### config.mk
export PLATFORM = sky130hd
export DESIGN_NAME = macx_config
export DESIGN_NICKNAME = d
export VERILOG_FILES = /design/src/macx_pkg.sv /design/src/macx_config.sv /design/src/macx_lfsr.sv /design/src/macx_slot_sync.sv
export SDC_FILE = /design/constraint.sdc
export NUM_CORES = 1
export LEC_CHECK = 0
export BUFFER_PORTS_ARGS = -buffer_cell sky130_fd_sc_hd__buf_4
export CAP_MARGIN = 20
export CORE_AREA = 4 4 80 82
export DETAILED_ROUTE_END_ITERATION = 6
export DIE_AREA = 0 0 84 86
export GPL_ROUTABILITY_DRIVEN = 0
export GPL_TIMING_DRIVEN = 0
export PLACE_DENSITY_LB_ADDON = 0.05
export SLEW_MARGIN = 20
export SYNTH_ARGS = -nofsm -noshare
export SYNTH_HDL_FRONTEND = slang
export SYNTH_SLANG_ARGS = --single-unit
export TNS_END_PERCENT = 10
### constraint.sdc
create_clock -name i_mclk -period 2.6 [get_ports i_mclk]
set_clock_uncertainty 0.05 [all_clocks]
set_input_delay 0.52 -clock i_mclk [delete_from_list [all_inputs] [get_ports i_mclk]]
set_output_delay 0.52 -clock i_mclk [all_outputs]
set_load 0.01 [all_outputs]
### src/macx_pkg.sv
// Package for the MAC accelerator retry and ack configuration block
package macx_pkg;
  // ------------------------------------------------------------
  // Register offsets
  // ------------------------------------------------------------
  localparam logic [5:0] ADDR_RETRY_LIMITS = 6'h2c;
  localparam logic [5:0] ADDR_SEED_LOW = 6'h2d;
  localparam logic [5:0] ADDR_ACK_FILTER = 6'h2e;
  localparam logic [5:0] ADDR_BACKOFF_EXP = 6'h2f;
  localparam logic [5:0] ADDR_RETRY_COUNTS = 6'h19;
  // ------------------------------------------------------------
  // Field positions
  // ------------------------------------------------------------
  localparam int RETX_LSB = 4;
  localparam int CSMA_LSB = 1;
  localparam int SLOT_BIT = 0;
  localparam int FVN_LSB = 6;
  localparam int PEND_BIT = 5;
  localparam int DIS_BIT = 4;
  localparam int COORD_BIT = 3;
  localparam int BEMAX_LSB = 4;
  // ------------------------------------------------------------
  // Reset values
  // ------------------------------------------------------------
  localparam logic [7:0] RST_RETRY_LIMITS = 8'h38;
  localparam logic [7:0] RST_SEED_LOW = 8'hea;
  localparam logic [7:0] RST_ACK_FILTER = 8'h42;
  localparam logic [7:0] RST_BACKOFF_EXP = 8'h53;
  // ------------------------------------------------------------
  // Codes
  // ------------------------------------------------------------
  localparam logic [2:0] CSMA_RESERVED = 3'h6;
  localparam logic [2:0] CSMA_IMMEDIATE = 3'h7;
  localparam logic [2:0] CSMA_MAX_RETRY = 3'h5;
  localparam logic [3:0] BE_LIMIT = 4'h8;
  localparam logic [1:0] FTYPE_CMD = 2'h3;
  localparam logic [7:0] CMD_DATA_REQ = 8'h04;
  typedef enum logic [2:0] {
    MACX_TS_OK = 3'h0,
    MACX_TS_OK_WAIT_ACK = 3'h2,
    MACX_TS_IDLE = 3'h7
  } macx_trac_t;
  // Decoded configuration carried to the ack and backoff logic
  typedef struct packed {
    logic [3:0] retx_limit;
    logic [2:0] backoff_retry_limit;
    logic slotted;
    logic [1:0] max_frame_version_sel;
    logic ack_pending_bit;
    logic ack_suppress;
    logic pan_coordinator_flag;
    logic [10:0] backoff_seed;
    logic [3:0] backoff_exp_max;
    logic [3:0] backoff_exp_min;
  } macx_cfg_t;
  // Received frame header summary
  typedef struct packed {
    logic valid;
    logic ack_req;
    logic [1:0] ftype;
    logic [1:0] version;
    logic sec_en;
    logic [7:0] cmd_id;
    logic src_only;
    logic src_pan_match;
  } macx_rxhdr_t;
endpackage

### src/macx_config.sv
// Retry, backoff seed and auto-ack configuration registers with ack decisions
// Behaviour
// - Upper nibble sets frame retransmission limit
// - Bits 3:1 set backoff retry limit
// - Value 7 skips CSMA; 6 reserved
// - Slot bit clear: ack sent unslotted
// - Slotted: ack waits for trigger rise
// - Seed is eleven bits, two registers
// - Backoff random generator seeded from seed
// - Bits 7:6 select max frame version
// - Frames above max version not acked
// - Ack frame version always zero
// - Pending bit copied for data requests
// - Pending bit also for secured v2/3 commands
// - Suppress bit blocks new acks; an ack already held for the slot trigger is still sent
// - Coordinator accepts source-only matching PAN
// - Both exponents zero give zero backoff
// - Exponent fields max 7:4, min 3:0
// - Live retry counts are readable
`timescale 1ns/1ns
`default_nettype none
module macx_config import macx_pkg::*; (
  input wire logic i_mclk,
  input wire logic i_rst,
  input wire logic i_ce,
  input wire logic i_wr,
  input wire logic i_rd,
  input wire logic [5:0] i_addr,
  input wire logic [7:0] i_wdata,
  output logic [7:0] o_rdata,
  input wire logic i_sleep_tx_trigger_pin,
  input wire macx_rxhdr_t i_rxhdr,
  input wire logic [3:0] i_retransmit_count_now,
  input wire logic [2:0] i_backoff_retry_count_now,
  input wire logic i_seed_load,
  input wire logic i_backoff_step,
  output macx_cfg_t o_cfg,
  output logic o_csma_skip,
  output logic o_frame_accept,
  output logic o_ack_send,
  output logic o_ack_pending,
  output logic [1:0] o_ack_version,
  output logic [2:0] o_transaction_status,
  output logic [10:0] o_backoff_rand,
  output logic o_backoff_zero
);
  // ------------------------------------------------------------
  // Register file
  // ------------------------------------------------------------
  logic [7:0] retry_limits_reg, retry_limits_next;
  logic [7:0] seed_low_reg, seed_low_next;
  logic [7:0] ack_filter_reg, ack_filter_next;
  logic [7:0] backoff_exp_reg, backoff_exp_next;
  logic [7:0] rdata_reg, rdata_next;
  always_comb begin
    retry_limits_next = retry_limits_reg;
    seed_low_next = seed_low_reg;
    ack_filter_next = ack_filter_reg;
    backoff_exp_next = backoff_exp_reg;
    if (i_wr) begin
      if (i_addr == ADDR_RETRY_LIMITS) begin
        retry_limits_next = i_wdata;
      end else if (i_addr == ADDR_SEED_LOW) begin
        seed_low_next = i_wdata;
      end else if (i_addr == ADDR_ACK_FILTER) begin
        ack_filter_next = i_wdata;
      end else if (i_addr == ADDR_BACKOFF_EXP) begin
        backoff_exp_next = i_wdata;
      end
    end
  end
  // Reads are side-effect free; unmapped offsets read zero
  always_comb begin
    rdata_next = rdata_reg;
    if (i_rd) begin
      if (i_addr == ADDR_RETRY_LIMITS) begin
        rdata_next = retry_limits_reg;
      end else if (i_addr == ADDR_SEED_LOW) begin
        rdata_next = seed_low_reg;
      end else if (i_addr == ADDR_ACK_FILTER) begin
        rdata_next = ack_filter_reg;
      end else if (i_addr == ADDR_BACKOFF_EXP) begin
        rdata_next = backoff_exp_reg;
      end else if (i_addr == ADDR_RETRY_COUNTS) begin
        rdata_next = {i_retransmit_count_now, i_backoff_retry_count_now, 1'b0};
      end else begin
        rdata_next = 8'h00;
      end
    end
  end
  always_ff @(posedge i_mclk) begin
    if (i_rst) begin
      retry_limits_reg <= RST_RETRY_LIMITS;
      seed_low_reg <= RST_SEED_LOW;
      ack_filter_reg <= RST_ACK_FILTER;
      backoff_exp_reg <= RST_BACKOFF_EXP;
      rdata_reg <= 8'h00;
    end else if (i_ce) begin
      retry_limits_reg <= retry_limits_next;
      seed_low_reg <= seed_low_next;
      ack_filter_reg <= ack_filter_next;
      backoff_exp_reg <= backoff_exp_next;
      rdata_reg <= rdata_next;
    end
  end
  assign o_rdata = rdata_reg;
  // ------------------------------------------------------------
  // Field decode
  // ------------------------------------------------------------
  always_comb begin
    o_cfg.retx_limit = retry_limits_reg[RETX_LSB +: 4];
    o_cfg.backoff_retry_limit = retry_limits_reg[CSMA_LSB +: 3];
    o_cfg.slotted = retry_limits_reg[SLOT_BIT];
    o_cfg.max_frame_version_sel = ack_filter_reg[FVN_LSB +: 2];
    o_cfg.ack_pending_bit = ack_filter_reg[PEND_BIT];
    o_cfg.ack_suppress = ack_filter_reg[DIS_BIT];
    o_cfg.pan_coordinator_flag = ack_filter_reg[COORD_BIT];
    o_cfg.backoff_seed = {ack_filter_reg[2:0], seed_low_reg};
    o_cfg.backoff_exp_max = backoff_exp_reg[BEMAX_LSB +: 4];
    o_cfg.backoff_exp_min = backoff_exp_reg[3:0];
  end
  // Reserved code 6 is not trapped; software must avoid it
  assign o_csma_skip = (o_cfg.backoff_retry_limit == CSMA_IMMEDIATE);
  // Zero exponents force zero backoff regardless of the generator
  assign o_backoff_zero = (backoff_exp_reg == 8'h00);
  // ------------------------------------------------------------
  // Backoff random generator
  // ------------------------------------------------------------
  macx_lfsr #(.W(11)) u_lfsr (
    .i_mclk(i_mclk),
    .i_rst(i_rst),
    .i_ce(i_ce),
    .i_load(i_seed_load),
    .i_seed(o_cfg.backoff_seed),
    .i_step(i_backoff_step),
    .o_rand(o_backoff_rand)
  );
  // ------------------------------------------------------------
  // Frame filter and ack decision
  // ------------------------------------------------------------
  function automatic logic version_ok(input logic [1:0] sel, input logic [1:0] ver);
    version_ok = (sel == 2'h3) || (ver <= sel);
  endfunction
  logic accept_c;
  logic pend_c;
  always_comb begin
    accept_c = i_rxhdr.valid && version_ok(o_cfg.max_frame_version_sel, i_rxhdr.version);
    if (i_rxhdr.src_only && !(o_cfg.pan_coordinator_flag && i_rxhdr.src_pan_match)) begin
      accept_c = 1'b0;
    end
    pend_c = 1'b0;
    if (i_rxhdr.ftype == FTYPE_CMD && i_rxhdr.cmd_id == CMD_DATA_REQ) begin
      pend_c = o_cfg.ack_pending_bit;
    end
    if (i_rxhdr.ftype == FTYPE_CMD && i_rxhdr.version[1] && i_rxhdr.sec_en &&
        o_cfg.max_frame_version_sel[1]) begin
      pend_c = o_cfg.ack_pending_bit;
    end
  end
  assign o_frame_accept = accept_c;
  // ------------------------------------------------------------
  // Slotted ack hold
  // ------------------------------------------------------------
  typedef enum logic [1:0] {
    MACX_ACK_IDLE = 2'b00,
    MACX_ACK_WAIT = 2'b01
  } macx_ack_st_t;
  macx_ack_st_t st_reg, st_next;
  logic pend_reg, pend_next;
  logic send_reg, send_next;
  logic [2:0] trac_reg, trac_next;
  logic trig_rise;
  macx_slot_sync u_sync (
    .i_mclk(i_mclk),
    .i_rst(i_rst),
    .i_ce(i_ce),
    .i_pin(i_sleep_tx_trigger_pin),
    .o_rise(trig_rise)
  );
  logic want_ack;
  assign want_ack = accept_c && i_rxhdr.ack_req && !o_cfg.ack_suppress;
  always_comb begin
    st_next = st_reg;
    pend_next = pend_reg;
    send_next = 1'b0;
    trac_next = trac_reg;
    case (st_reg)
      MACX_ACK_IDLE: begin
        if (want_ack) begin
          pend_next = pend_c;
          if (o_cfg.slotted) begin
            st_next = MACX_ACK_WAIT;
            trac_next = MACX_TS_OK_WAIT_ACK;
          end else begin
            send_next = 1'b1;
            trac_next = MACX_TS_OK;
          end
        end
      end
      MACX_ACK_WAIT: begin
        // Edge timing against slot boundaries is the host's job
        if (trig_rise) begin
          send_next = 1'b1;
          st_next = MACX_ACK_IDLE;
          trac_next = MACX_TS_OK;
        end
      end
      default: st_next = MACX_ACK_IDLE;
    endcase
  end
  always_ff @(posedge i_mclk) begin
    if (i_rst) begin
      st_reg <= MACX_ACK_IDLE;
      pend_reg <= 1'b0;
      send_reg <= 1'b0;
      trac_reg <= MACX_TS_IDLE;
    end else if (i_ce) begin
      st_reg <= st_next;
      pend_reg <= pend_next;
      send_reg <= send_next;
      trac_reg <= trac_next;
    end
  end
  assign o_ack_send = send_reg;
  assign o_ack_pending = pend_reg;
  assign o_ack_version = 2'h0;
  assign o_transaction_status = trac_reg;
  // ------------------------------------------------------------
  // Assertions
  // ------------------------------------------------------------
  a_unslot_ack: assert property (@(posedge i_mclk) disable iff (i_rst)
    (i_ce && want_ack && !o_cfg.slotted && st_reg == MACX_ACK_IDLE) |=> o_ack_send)
    else $error("unslotted ack not sent");
  a_slot_hold: assert property (@(posedge i_mclk) disable iff (i_rst)
    (st_reg == MACX_ACK_WAIT && !trig_rise) |=> !o_ack_send)
    else $error("slotted ack sent without trigger");
  a_slot_status: assert property (@(posedge i_mclk) disable iff (i_rst)
    (st_reg == MACX_ACK_WAIT) |-> o_transaction_status == MACX_TS_OK_WAIT_ACK)
    else $error("wait status missing");
  a_suppress_ack: assert property (@(posedge i_mclk) disable iff (i_rst)
    (i_ce && st_reg == MACX_ACK_IDLE && o_cfg.ack_suppress) |=> !o_ack_send)
    else $error("ack sent while suppressed");
  a_version_rej: assert property (@(posedge i_mclk) disable iff (i_rst)
    (o_cfg.max_frame_version_sel != 2'h3 && i_rxhdr.version > o_cfg.max_frame_version_sel)
    |-> !o_frame_accept)
    else $error("high version accepted");
  a_ack_ver: assert property (@(posedge i_mclk) disable iff (i_rst)
    o_ack_send |-> o_ack_version == 2'h0)
    else $error("ack version not zero");
  a_csma_skip: assert property (@(posedge i_mclk) disable iff (i_rst)
    o_csma_skip == (retry_limits_reg[3:1] == 3'h7))
    else $error("csma skip decode wrong");
  a_write_read: assert property (@(posedge i_mclk) disable iff (i_rst)
    (i_ce && i_wr && i_addr == ADDR_SEED_LOW) ##1 (i_ce && i_rd && i_addr == ADDR_SEED_LOW && !i_wr)
    |=> o_rdata == $past(i_wdata, 2))
    else $error("readback mismatch");
  a_seed_form: assert property (@(posedge i_mclk) disable iff (i_rst)
    o_cfg.backoff_seed[10:8] == ack_filter_reg[2:0])
    else $error("seed high bits wrong");
  a_zero_be: assert property (@(posedge i_mclk) disable iff (i_rst)
    (o_cfg.backoff_exp_max == 4'h0 && o_cfg.backoff_exp_min == 4'h0) |-> o_backoff_zero)
    else $error("zero backoff not flagged");
  a_slot_release: assert property (@(posedge i_mclk) disable iff (i_rst)
    (i_ce && st_reg == MACX_ACK_WAIT && trig_rise) |=> o_ack_send)
    else $error("slotted ack not released");
  a_unslot_status: assert property (@(posedge i_mclk) disable iff (i_rst)
    (i_ce && want_ack && !o_cfg.slotted && st_reg == MACX_ACK_IDLE)
    |=> o_transaction_status == MACX_TS_OK)
    else $error("unslotted status not ok");
  a_pend_copy: assert property (@(posedge i_mclk) disable iff (i_rst)
    (i_ce && st_reg == MACX_ACK_IDLE && want_ack && i_rxhdr.ftype == FTYPE_CMD &&
    i_rxhdr.cmd_id == CMD_DATA_REQ) |=> o_ack_pending == $past(o_cfg.ack_pending_bit))
    else $error("pending bit not copied");
  a_sec_pend: assert property (@(posedge i_mclk) disable iff (i_rst)
    (i_ce && st_reg == MACX_ACK_IDLE && want_ack && i_rxhdr.ftype == FTYPE_CMD &&
    i_rxhdr.version[1] && i_rxhdr.sec_en && o_cfg.max_frame_version_sel[1])
    |=> o_ack_pending == $past(o_cfg.ack_pending_bit))
    else $error("pending bit not copied for secured command");
  a_src_only: assert property (@(posedge i_mclk) disable iff (i_rst)
    (i_rxhdr.src_only && !(o_cfg.pan_coordinator_flag && i_rxhdr.src_pan_match))
    |-> !o_frame_accept)
    else $error("source-only frame accepted");
  a_read_pure: assert property (@(posedge i_mclk) disable iff (i_rst)
    (i_ce && i_rd && !i_wr) |=> $stable(retry_limits_reg) && $stable(seed_low_reg) &&
    $stable(ack_filter_reg) && $stable(backoff_exp_reg))
    else $error("read changed a register");
  a_counts_read: assert property (@(posedge i_mclk) disable iff (i_rst)
    (i_ce && i_rd && i_addr == ADDR_RETRY_COUNTS) |=> o_rdata ==
    {$past(i_retransmit_count_now), $past(i_backoff_retry_count_now), 1'b0})
    else $error("live counts not returned");
  a_rand_load: assert property (@(posedge i_mclk) disable iff (i_rst)
    (i_ce && i_seed_load) |=> (o_backoff_rand == $past(o_cfg.backoff_seed)) ||
    ($past(o_cfg.backoff_seed) == 11'h000))
    else $error("generator not loaded from seed");
  // ------------------------------------------------------------
  // Coverage of the main scenarios
  // ------------------------------------------------------------
  c_unslot: cover property (@(posedge i_mclk) o_ack_send && !o_cfg.slotted);
  c_slot: cover property (@(posedge i_mclk) st_reg == MACX_ACK_WAIT ##[1:50] o_ack_send);
  c_pend: cover property (@(posedge i_mclk) o_ack_send && o_ack_pending);
  c_skip: cover property (@(posedge i_mclk) o_csma_skip);
  c_suppressed: cover property (@(posedge i_mclk) accept_c && i_rxhdr.ack_req && o_cfg.ack_suppress);
endmodule
`default_nettype wire

### src/macx_lfsr.sv
// Backoff pseudo-random generator seeded from the configured seed
`timescale 1ns/1ns
`default_nettype none
module macx_lfsr import macx_pkg::*; #(
  parameter int W = 11
) (
  input wire logic i_mclk,
  input wire logic i_rst,
  input wire logic i_ce,
  input wire logic i_load,
  input wire logic [W-1:0] i_seed,
  input wire logic i_step,
  output logic [W-1:0] o_rand
);
  // Taps are fixed for eleven bits, so any other width is refused
  if (W != 11) begin : g_bad_width
    $error("macx_lfsr supports W=11 only");
  end
  logic [W-1:0] lfsr_reg, lfsr_next;
  always_comb begin
    lfsr_next = lfsr_reg;
    if (i_load) begin
      // Zero seed would lock the register, so bit 0 is forced
      lfsr_next = i_seed | {{(W-1){1'b0}}, (i_seed == '0)};
    end else if (i_step) begin
      lfsr_next = {lfsr_reg[W-2:0], lfsr_reg[10] ^ lfsr_reg[8]};
    end
  end
  always_ff @(posedge i_mclk) begin
    if (i_rst) begin
      lfsr_reg <= {RST_ACK_FILTER[2:0], RST_SEED_LOW};
    end else if (i_ce) begin
      lfsr_reg <= lfsr_next;
    end
  end
  assign o_rand = lfsr_reg;
endmodule
`default_nettype wire

### src/macx_slot_sync.sv
// Three-stage pin synchroniser with rising edge detect
`timescale 1ns/1ns
`default_nettype none
module macx_slot_sync (
  input wire logic i_mclk,
  input wire logic i_rst,
  input wire logic i_ce,
  input wire logic i_pin,
  output logic o_rise
);
  logic [2:0] sync_reg, sync_next;
  logic lvl_reg, lvl_next;
  always_comb begin
    sync_next = {sync_reg[1:0], i_pin};
    lvl_next = lvl_reg;
    // Level changes only when stages two and three agree
    if (sync_reg[2] == sync_reg[1]) begin
      lvl_next = sync_reg[2];
    end
  end
  always_ff @(posedge i_mclk) begin
    if (i_rst) begin
      sync_reg <= 3'h0;
      lvl_reg <= 1'b0;
    end else if (i_ce) begin
      sync_reg <= sync_next;
      lvl_reg <= lvl_next;
    end
  end
  assign o_rise = i_ce & lvl_next & ~lvl_reg;
endmodule
`default_nettype wire

Word-level counts from Yosys, hierarchy flattened

Cells that the tools add are included.

Mux-type cells: 23
Reductions and logical operators: 26
Bitwise logic cells: 8
Order comparisons: 1
Eq/ne operators: 14

Operator list:

| kind                 | number |
|---|---|
| $mux W8              | 5 |
| $eq A6 B6 Y1 const B | 4 |
| $mux W11             | 2 |
| $reduce_and A4 Y1    | 3 |
| $logic_not A11 Y1    | 1 |
| $or A11 B1 Y11       | 1 |
| $logic_and A1 B1 Y1  | 9 |
| $eq A8 B3 Y1 const B | 1 |
| $logic_not A8 Y1     | 1 |
| $mux W2              | 4 |
| $mux W1              | 7 |
| $eq A6 B5 Y1 const B | 1 |
| $mux W3              | 2 |
| $ne A2 B2 Y1 const B | 3 |
| $pmux W3 S2          | 1 |
| $reduce_and A3 Y1    | 2 |
| $reduce_and A6 Y1    | 1 |
| $reduce_and A5 Y1    | 1 |
| $eq A2 B2 Y1 const B | 2 |
| $not A1 Y1           | 4 |
| $pmux W2 S2          | 1 |
| $reduce_and A2 Y1    | 2 |
| $reduce_bool A2 Y1   | 2 |
| $eq A3 B3 Y1 const B | 1 |
| 9 further kinds      | 11 |

Input bits: 46
Word-level logic and storage cells: 84
Register bits after elaboration: 62
Output and inout port bits: 61

Logic depth before layout (Yosys ltp)

Gate-level depths: netlist of the first run.

Word-level depth: 8
Gate-level depth with buffers: 6

By module

From an unflattened synthesis of the first run, not the netlist that was laid out.

Cells, all modules: 301
Area, all modules: 2,886.5 um^2

Modules (own cells, without submodules):

| module         | times used | cells an instance | area each (um^2) |
|---|---|---|---|
| macx_config    | 1          | 226               | 2,148.3 |
| macx_lfsr      | 1          | 58                | 565.5 |
| macx_slot_sync | 1          | 17                | 172.7 |

Worst setup path before layout of the first run

OpenSTA, ideal clock, no wires.

Kind: input port to output port
From: in i_rxhdr[12] in the netlist's numbering
To: out o_frame_accept
Path slack: 0.631 ns
Cell stages on the path: 4
Arrival: 1.399 ns
Required time: 2.030 ns
Path through: ha_1 > nor2b_1 > o21ai_0 > and2_1

Longest elaborated chain between the ends: 4

Ends and longest elaborated chain:

| element             | line               | source |
|---|---|---|
| start: declaration  | macx_config.sv:32  | `input wire macx_rxhdr_t i_rxhdr,` |
| $le A2 B2 Y1        | macx_config.sv:142 | `version_ok = (sel == 2'h3) \|\| (ver <= sel);` |
| $logic_or A1 B1 Y1  | macx_config.sv:142 |  |
| $logic_and A1 B1 Y1 | macx_config.sv:147 | `accept_c = i_rxhdr.valid && version_ok(o_cfg.max_frame_version_sel, i_rxhdr.version);` |
| $mux W1             | macx_config.sv:148 | `if (i_rxhdr.src_only && !(o_cfg.pan_coordinator_flag && i_rxhdr.src_pan_match)) begin` |
| end: declaration    | macx_config.sv:39  | `output logic o_frame_accept,` |

No other way between the ends.

Final worst setup path of the first run

From: reg ack_filter_reg[7]
To: out o_frame_accept

Longest elaborated chain between the ends: 4
Elaborated cells between the ends (all ways): 5
Those cells by class: 1 x order compare; 1 x eq/ne; 1 x mux; 2 x reduce/logical

Ends and longest elaborated chain:

| element                                      | line               | source |
|---|---|---|
| start: declaration                           | macx_config.sv:52  | `logic [7:0] ack_filter_reg, ack_filter_next;` |
| start signal: assignment                     | macx_config.sv:101 | `ack_filter_reg <= ack_filter_next;` |
| $le A2 B2 Y1 or $eq A2 B2 Y1 (tied branches) | macx_config.sv:142 |  |
| $logic_or A1 B1 Y1 (*)                       | macx_config.sv:142 |  |
| $logic_and A1 B1 Y1 (*)                      | macx_config.sv:147 |  |
| $mux W1 (*)                                  | macx_config.sv:148 |  |

Every way passes the cells marked *; elsewhere a longest branch is shown, timed or not.

==> results of run 1 <==
## cells in the mapped netlist (2+ instances only)
library cell / instances
nor2_1: 48
o31ai_1: 6
a211o_1: 20
a211oi_1: 4
buf_2: 7
buf_4: 4
buf_6: 2
nor3_1: 5
nor2b_1: 13
nand4_1: 2
inv_1: 7
a21oi_1: 10
nand3_1: 2
clkbuf_1: 9
mux2i_1: 36
nand2b_1: 3
ha_1: 2
o211a_1: 3
a31o_2: 2
nand2_1: 10
a221oi_1: 4
a31oi_1: 4
o21ai_0: 10
o2bb2ai_1: 6
nor4_1: 4
dfxtp_1: 60
and2_1: 4
or4_1: 2
and3_1: 4
## placed cells by master, fill, tap and decap left out, types with 9 or more instances in the layout
cell      Yosys  final
mux2i_1      36     36
nor2b_1      13     13
o21ai_0      10      9
nand2_1      10     10
nor2_1       48     48
clkbuf_8      0      9
a21oi_1      10     10
clkbuf_1      9      9
a211o_1      20     20
buf_4         4    104
dfxtp_1      60     60
## through the flow
| step | setup slack, ns | instances |
|---|---|---|
| 2_1_floorplan | 0.6314 | 319 |
| 3_3_place_gp | 0.3446 | 494 |
| 3_5_place_dp | 0.2996 | 494 |
| 4_1_cts | 0.05007 | 510 |
| 5_1_grt | 0.06543 | 510 |
| 6_report | 0.1702 | 510 |
## logic make-up after synthesis
group	Yosys count	share of synthesized area [%]
AOI/OAI and AO/OA	76	19.31
xor gates and xnor gates	1	0.2964
adders and majority gates	2	0.8466
buffers and inverters	31	5.292
DFF	60	40.64
muxes	37	12.96
other	1	0.1269
and+or+nand+nor	110	20.53
## what timing repair did
| item | 4_1_cts | 5_1_grt |
|---|---|---|
| resized for setup | 0 | 1 |
| setup endpoints to repair | 0 | 1 |
| hold endpoints to repair | 0 | 0 |
## power by group
part	switching, uW	total (uW)	internal [uW]	leakage [uW]
Sequential	17.4	959	941	0.000488
Combinational	137	260	123	0.00117
Clock	386	1020	633	0.000115
Total	541	2240	1700	0.00178
## worst paths after layout
path                                   from                                    to  slack [ns]  cells past startpoint
min reg2reg          st_reg[0]$_SDFFE_PP0P_                st_reg[0]$_SDFFE_PP0P_        0.43                      2
max          ack_filter_reg[7]$_SDFFE_PP0P_                        o_frame_accept        0.17                      6
min                  i_sleep_tx_trigger_pin       u_sync.sync_reg[0]$_SDFFE_PP0P_        0.36                      3
max reg2reg  ack_filter_reg[7]$_SDFFE_PP0P_  o_transaction_status[0]$_SDFFE_PP1P_        0.71                      6
## layer usage
| layer | global-route usage, % | vias up | part of all wire, % |
|---|---|---|---|
| li1 | - | 1387 | - |
| met1 | 32.26 | 1416 | 41 |
| met2 | 41.65 | 136 | 48 |
| met3 | 5.379 | 24 | 8.2 |
| met4 | 12.72 | 0 | 2.6 |
| met5 | 0 | - | 0 |
## area by class of cell
type	count	area, um2	area share (%)
plain buffers	23	126.4	3.126
clock buffers	9	123.9	3.064
clock inverters	7	115.1	2.847
inverters	8	30.03	0.7428
multi-input cells	228	1602	39.62
flip-flops and latches	60	1201	29.71
well taps	75	93.84	2.321
repair buffers	100	750.7	18.57
## worst max-delay path: cells and delay by family, from the launching register on
family	cells	cell delay, ns
AOI/OAI and AO/OA	1	0.26
and+or+nand+nor	2	0.31
adders and majority gates	1	0.30
buffers and inverters	2	0.19
DFF	1	0.46
==> flow_metrics.tcl, run 1 <==
set metrics [dict create \
    n_fill_cell 476 \
    max_cap_violations 0 \
    start_kind "flop" \
    path_clk_slew_ns 0.07 \
    initial_core_util_pct 51.44 \
    syn_area_um2 2955 \
    drive_above_1_share_pct 32.41 \
    grt_pass1_wl_um 14360 \
    final_antenna_net_count 0 \
    rsz0062_at_grt "false" \
    antenna_found_initial 0 \
    slew-limit-headroom_pct 55.85 \
    fin_nets 478 \
    path_class "reg -> out" \
    postCtsSetupBuffers 0 \
    tritoncts "done" \
    grt_pass1_vias 2826 \
    cts_htree_levels 3 \
    power_uw 2238 \
    worstSkewPairLatency_ns 0.34 \
    diodes 0 \
    crit_path_end_kind "output pin" \
    drt_wl_total_um 9164 \
    die_w_um 84 \
    synth_top_area_cell "dfxtp_1" \
    drt_first_pass_iters 4 \
    holdWs_ns 0.3647 \
    final_cell_area_um2 4043 \
    tightest_slew_ns 0.6623 \
    ys_seq_area_share_pct 40.64 \
    avgViaCountPerCell 5.810 \
    tns_ns 0 \
    period_share_pct 93.45 \
    post_synth.cell_area_avg_um2 9.294 \
    setup_viol 0 \
    async_flop_share_pct 0 \
    grt_max_degree 12 \
    overflow 0 \
    gr-usage-all-layers_pct 25.58 \
    synth-main-ff-cell "dfxtp_1" \
    post-route-util_pct 70.36 \
    ys_ff_latch 60 \
    fp-row-count 28 \
    wl_per_cell_um 17.97 \
    ios 107 \
    cp.required_ns 2.03 \
    worstPathCellList "inv_1 -> ha_1 -> nor2b_1 -> o21ai_1 -> and2_1 -> buf_4" \
    crit_arrival_ns 1.86 \
    synth_cells 318 \
    vias 2963 \
    drc 0 \
    finalWorstPathRequiredPeriod_ns 2.430 \
    portBuffers 100 \
    drt-initial-drc-count 204 \
    critPathSlowestCell "dfxtp_1" \
    hold_path_class "in -> reg" \
    cts_made_buffers 9 \
    largest_reg_flops 11 \
    synth_top_area_share_pct 40.64 \
    die-height_um 86 \
    cts.sinks 60 \
    synth_edf_count 0 \
    placed_cell_area_um2 3804 \
    synth.area.top_cells "dfxtp_1, mux2i_1, nor2_1, a211o_1, nor2b_1" \
    critPathMaxStageDelay_ns 0.46 \
    cts_hold_buf 0 \
    cts.path.max_buffers 2 \
    core_um2 5746 \
    hold_viol 0 \
    p_leak_uw 0.001775 \
    fmax_ghz 0.4116 \
    area_growth_pct 36.79 \
    outcome "completed" \
    pwr_density_cell_nw_per_um2 553.5 \
    die-area_um2 7224 \
    worst_ir_drop_vdd_mv 0.3665 \
    maxSlewViolCount 0 \
    cts-root-buf "clkbuf_8" \
    yosysUniqueCellTypes 54 \
    synth_warnings 0 \
    dp_hpwl_um 6820 \
    crit_fanout 6 \
]
(Power assumes the default switching activity.)
==> run 2, diff against run 1 <==
--- a/config.mk
+++ b/config.mk
@@ -12,7 +12,9 @@
 export DIE_AREA = 0 0 84 86
 export GPL_ROUTABILITY_DRIVEN = 0
 export GPL_TIMING_DRIVEN = 0
+export MAX_ROUTING_LAYER = met4
 export PLACE_DENSITY_LB_ADDON = 0.05
+export SKIP_LAST_GASP = 1
 export SLEW_MARGIN = 20
 export SYNTH_ARGS = -nofsm -noshare
 export SYNTH_HDL_FRONTEND = slang
==> run 2 against run 1 <==
Against the previous run:
- first-iteration DRC count grew 8.3%
- critical path depth did not move
- final cell count did not move
- sequential power about the same
- global-route usage grew 0.74 points
- register-to-register slack is essentially flat
- largest cell class unchanged
- critical path type unchanged
==> flow_metrics.tcl, run 2 (same netlist as run 1, synthesis figures left out) <==
set metrics [dict create \
    worst_ir_drop_vdd_mv 0.3663 \
    cts_htree_levels 3 \
    grt_pass1_vias 2827 \
    power_uw 2244 \
    start_kind "flop" \
    area_growth_pct 36.79 \
    setup_viol 0 \
    die-area_um2 7224 \
    maxSlewViolCount 0 \
    tightest_slew_ns 0.6656 \
    core_um2 5746 \
    tritoncts "done" \
    drt_wl_total_um 9240 \
    period_share_pct 93.24 \
    cts.sinks 60 \
    initial_core_util_pct 51.44 \
    tns_ns 0 \
    p_leak_uw 0.001775 \
    antenna_found_initial 0 \
    drt_first_pass_iters 5 \
    pwr_density_cell_nw_per_um2 555.1 \
    path_class "reg -> out" \
    drive_above_1_share_pct 32.41 \
    largest_reg_flops 11 \
    busiest_layer "met2" \
    max_cap_violations 0 \
    gr-usage-all-layers_pct 26.32 \
    vias 3002 \
    diodes 0 \
    cp.required_ns 2.03 \
    critPathMaxStageDelay_ns 0.46 \
    avgViaCountPerCell 5.886 \
    critPathSlowestCell "dfxtp_1" \
    drt-initial-drc-count 221 \
    cts-root-buf "clkbuf_8" \
    portBuffers 100 \
    die-height_um 86 \
    grt_pass1_wl_um 14350 \
    crit_fanout 6 \
    hold_path_class "in -> reg" \
    grt_use_met2_pct 41.72 \
    final_antenna_net_count 0 \
    wl_per_cell_um 18.12 \
    cts.path.max_buffers 2 \
    path_clk_slew_ns 0.07 \
    die_w_um 84 \
    slew-limit-headroom_pct 55.62 \
    finalWorstPathRequiredPeriod_ns 2.424 \
    fmax_ghz 0.4125 \
    crit_arrival_ns 1.85 \
    mostFrequentLayoutCell "buf_4" \
    drc 0 \
    dp_hpwl_um 6820 \
    worstSkewPairLatency_ns 0.34 \
    rsz0062_at_grt "false" \
    grt_max_degree 12 \
    use_met3_pct 5.091 \
    hold_viol 0 \
    fp-row-count 28 \
    n_fill_cell 476 \
    cts_made_buffers 9 \
    overflow 0 \
    crit_path_end_kind "output pin" \
    grt_util_met1_pct 32.32 \
    outcome "completed" \
    mostFrequentLayoutCells "buf_4, dfxtp_1, nor2_1, mux2i_1, a211o_1" \
    cts_hold_buf 0 \
    worstPathCellList "inv_1 -> ha_1 -> nor2b_1 -> o21ai_1 -> and2_1 -> buf_4" \
    ios 107 \
    fin_nets 478 \
]
run 2: cell counts in the layout (fill, tap and decap cells not counted):
No cell type changed its count.
run 2: critical path: cells and delay by family (launching register included):
| family | cells | cell delay [ns] |
|---|---|---|
| simple gates | 2 | 0.31 |
| flops | 1 | 0.46 |
| buf+inv | 2 | 0.19 |
| fa+ha+maj | 1 | 0.30 |
| compound gates | 1 | 0.26 |
run 2: what timing repair did:
item                       CTS  global route
setup endpoints to repair    0             1
gates resized for setup      0             1
buffers inserted             0             0
run 2: cell type report:
type,instances,area [um2],share of cell area (%)
clock inverters,7,115.1,2.847
multi-input cells,228,1602,39.62
well taps,75,93.84,2.321
plain buffers,23,126.4,3.126
clock buffers,9,123.9,3.064
flip-flops and latches,60,1201,29.71
repair buffers,100,750.7,18.57
inverters,8,30.03,0.7428
run 2: power breakdown:
group | total (uW) | switching, uW | internal, uW
registers | 959 | 17.4 | 941
clock network | 1020 | 392 | 633
logic | 261 | 137 | 123
total | 2240 | 547 | 1700
run 2: worst paths after layout:
path	startpoint	endpoint	slack, ns	cells past startpoint
hold / removal	i_sleep_tx_trigger_pin	u_sync.sync_reg[0]$_SDFFE_PP0P_	0.36	3
hold reg to reg	st_reg[0]$_SDFFE_PP0P_	st_reg[0]$_SDFFE_PP0P_	0.43	2
setup reg to reg	ack_filter_reg[7]$_SDFFE_PP0P_	o_transaction_status[0]$_SDFFE_PP1P_	0.72	6
setup / recovery	ack_filter_reg[7]$_SDFFE_PP0P_	o_frame_accept	0.18	6
run 2: stage by stage:
| step | hold WS [ns] | instance area (um2) | std cells | worst slack [ns] | utilization, % |
|---|---|---|---|---|---|
| final | 0.3623 | 4043 | 510 | 0.1758 | 70.36 |
| after global routing | 0.3713 | 4043 | 510 | 0.06544 | 70.36 |
| after CTS | 0.3538 | 4043 | 510 | 0.05007 | 70.36 |
| after detailed placement | 0.4080 | 3804 | 494 | 0.2996 | 66.20 |
| after global placement | 0.4035 | 3804 | 494 | 0.3446 | 66.20 |
| after floorplan | 0.4002 | 2959 | 319 | 0.6314 | - |
run 2: layer usage:
| layer | up-vias | part of all wire (%) |
|---|---|---|
| li1 | 1386 | - |
| met2 | 145 | 48 |
| met3 | 27 | 7.5 |
| met5 | - | 0 |
| met1 | 1444 | 41 |
| met4 | 0 | 2.7 |
==> run 3, diff against run 2 <==
--- a/config.mk
+++ b/config.mk
@@ -7,16 +7,17 @@
 export LEC_CHECK = 0
 export BUFFER_PORTS_ARGS = -buffer_cell sky130_fd_sc_hd__buf_4
 export CAP_MARGIN = 20
-export CORE_AREA = 4 4 80 82
+export CORE_AREA = 4 4 79 81
 export DETAILED_ROUTE_END_ITERATION = 6
-export DIE_AREA = 0 0 84 86
+export DIE_AREA = 0 0 83 85
 export GPL_ROUTABILITY_DRIVEN = 0
 export GPL_TIMING_DRIVEN = 0
 export MAX_ROUTING_LAYER = met4
-export PLACE_DENSITY_LB_ADDON = 0.05
+export PLACE_DENSITY_LB_ADDON = 0.08
 export SKIP_LAST_GASP = 1
 export SLEW_MARGIN = 20
 export SYNTH_ARGS = -nofsm -noshare
 export SYNTH_HDL_FRONTEND = slang
+export SYNTH_HIERARCHICAL = 1
 export SYNTH_SLANG_ARGS = --single-unit
 export TNS_END_PERCENT = 10
==> run 3 against run 2 <==
Against the previous run:
- hold slack better by 0.010 ns
- via count decreased by 9.4%
- core utilization up 2.5 points
- wire length decreased by 9.3%
- global-route usage fell by 1.5 points
- clock power decreased by 5%
==> flow_metrics.tcl, run 3 <==
set metrics [dict create \
    outcome "completed" \
    reg2reg_depth 6 \
    drt-initial-drc-count 163 \
    ios 107 \
    grt_max_degree 12 \
    pwr_density_cell_nw_per_um2 549.1 \
    netlist_top_cells_count "dfxtp_1, nor2_1, mux2i_1" \
    power_uw 2190 \
    wl_per_cell_um 17.00 \
    syn_area_um2 2887 \
    drt_wl_total_um 8383 \
    die_w_um 83 \
    tightest_slew_ns 0.5658 \
    synth-main-ff-cell "dfxtp_1" \
    mostFrequentLayoutCell "buf_4" \
    fmax_ghz 0.4194 \
    r2r_setup_slack_ns 0.70 \
    cts-root-buf "clkbuf_8" \
    synth_most_common_cell "dfxtp_1" \
    synth_edf_count 0 \
    post_synth.cell_area_avg_um2 9.590 \
    postCtsSetupBuffers 0 \
    ys_ff_latch 60 \
    rr_startpoint "ack_filter_reg[7]$_SDFFE_PP0P_" \
    path_class "reg -> out" \
    tritoncts "done" \
    holdWs_ns 0.3724 \
    antenna_found_initial 0 \
    synth_top_area_cell "dfxtp_1" \
    slew-limit-headroom_pct 62.28 \
    synth_top_area_share_pct 41.61 \
    fp-row-count 27 \
    vias 2720 \
    crit_fanout 6 \
    start_kind "flop" \
    synth.area.top_cells "dfxtp_1, mux2i_1, nor2_1, a211o_1, mux4_2" \
    largest_reg_flops 11 \
    placed_cell_area_um2 3754 \
    fin_ws_ns 0.2154 \
    crit_arrival_ns 1.81 \
    core_um2 5473 \
    n_fill_cell 428 \
    whs_path_depth 2 \
    initial_core_util_pct 52.74 \
    p_leak_uw 0.001827 \
    gr-usage-all-layers_pct 24.79 \
    grt_pass1_wl_um 13610 \
    setup_viol 0 \
    worstSkewPairLatency_ns 0.33 \
    cts_htree_levels 3 \
    area_growth_pct 38.19 \
    final_antenna_net_count 0 \
    ys_seq_area_share_pct 41.61 \
    die-height_um 85 \
    cp.required_ns 2.03 \
    drc 0 \
    dp_hpwl_um 6255 \
    pre_cts_ws_ns 0.4442 \
    cp-endpoint "o_frame_accept" \
    tns_ns 0 \
    finalWorstPathRequiredPeriod_ns 2.385 \
    hold_path_class "in -> reg" \
    synth_warnings 6 \
    cts_hold_buf 0 \
    mostFrequentLayoutCells "buf_4, dfxtp_1, nor2_1, mux2i_1, a211o_1" \
    path_clk_slew_ns 0.07 \
    avgViaCountPerCell 5.517 \
    crit_path_end_kind "output pin" \
    period_share_pct 91.72 \
    drive_above_1_share_pct 34.92 \
    hold_viol 0 \
    timing.rr.end "o_transaction_status[1]$_SDFFE_PP1P_" \
    portBuffers 103 \
    overflow 0 \
    cts_resized 0 \
    grt_pass1_vias 2729 \
    worst_ir_drop_vdd_mv 0.4356 \
    critPathLaunch "ack_filter_reg[7]$_SDFFE_PP0P_" \
    diodes 0 \
    maxSlewViolCount 0 \
    max_cap_violations 0 \
    fin_nets 464 \
    synth_cells 301 \
    drt_first_pass_iters 4 \
    async_flop_share_pct 0 \
    cts_made_buffers 9 \
    yosysUniqueCellTypes 52 \
    rsz0062_at_grt "false" \
    final_cell_area_um2 3989 \
    die-area_um2 7055 \
    cts.path.max_buffers 2 \
    cts.sinks 60 \
]
## run 3: report_power, final
group          leakage, uW  total, uW  internal [uW]  switching, uW
sequential        0.000488        959            942           17.3
combinational      0.00122        257            133            124
clock             0.000122        974            615            359
## run 3: cell families after synthesis
| logic type | after synthesis | share of synthesized area, % |
|---|---|---|
| AOI/OAI and AO/OA | 53 | 15.00 |
| xor gates and xnor gates | 1 | 0.3035 |
| adders and majority gates | 2 | 0.8668 |
| buffers and inverters | 34 | 6.241 |
| DFF | 60 | 41.61 |
| muxes | 39 | 15.69 |
| other | 1 | 0.1299 |
| and+or+nand+nor | 111 | 20.16 |
## run 3: worst max-delay path, stage by stage (launching register included)
cell and delay (ns):
dfxtp_1 0.46, inv_1 0.08, ha_1 0.29, a22oi_1 0.18, o21ai_1 0.14, and2_1 0.19, buf_4 0.14
## run 3: worst min-delay path by stage
| stage | startpoint | end |
|---|---|---|
| 2_1_floorplan | st_reg[0]$_SDFFE_PP0P_ | st_reg[0]$_SDFFE_PP0P_ |
| 3_3_place_gp | o_rdata[7]$_SDFFE_PP0P_ | o_rdata[7]$_SDFFE_PP0P_ |
| 3_5_place_dp | o_rdata[7]$_SDFFE_PP0P_ | o_rdata[7]$_SDFFE_PP0P_ |
| 4_1_cts | i_wdata[6] | seed_low_reg[6]$_SDFFE_PP1P_ |
| 5_1_grt | i_wdata[6] | seed_low_reg[6]$_SDFFE_PP1P_ |
| 6_report | i_wdata[6] | seed_low_reg[6]$_SDFFE_PP1P_ |
## run 3: cell type report
class	instances	area, um2	area share (%)
clock inverter	4	70.07	1.757
buffer	22	135.1	3.388
inverter	12	45.04	1.129
tap	72	90.09	2.258
clock buffer	12	165.2	4.141
timing repair buffer	103	773.2	19.39
sequential	60	1201	30.11
multi-input combinational	208	1509	37.83
## run 3: metrics by stage
step	cells	util [%]
4_1_cts	493	72.89
2_1_floorplan	302	-
5_1_grt	493	72.89
6_report	493	72.89
3_5_place_dp	477	68.59
3_3_place_gp	477	68.59
## run 3: routing by layer
| metal | part of all wire [%] | vias up | track usage (%) |
|---|---|---|---|
| met5 | 0 | - | - |
| met4 | 1.8 | 0 | 8.321 |
| met3 | 7.3 | 14 | 7.379 |
| met2 | 47 | 105 | 39.07 |
| met1 | 44 | 1283 | 30.46 |
| li1 | - | 1318 | - |
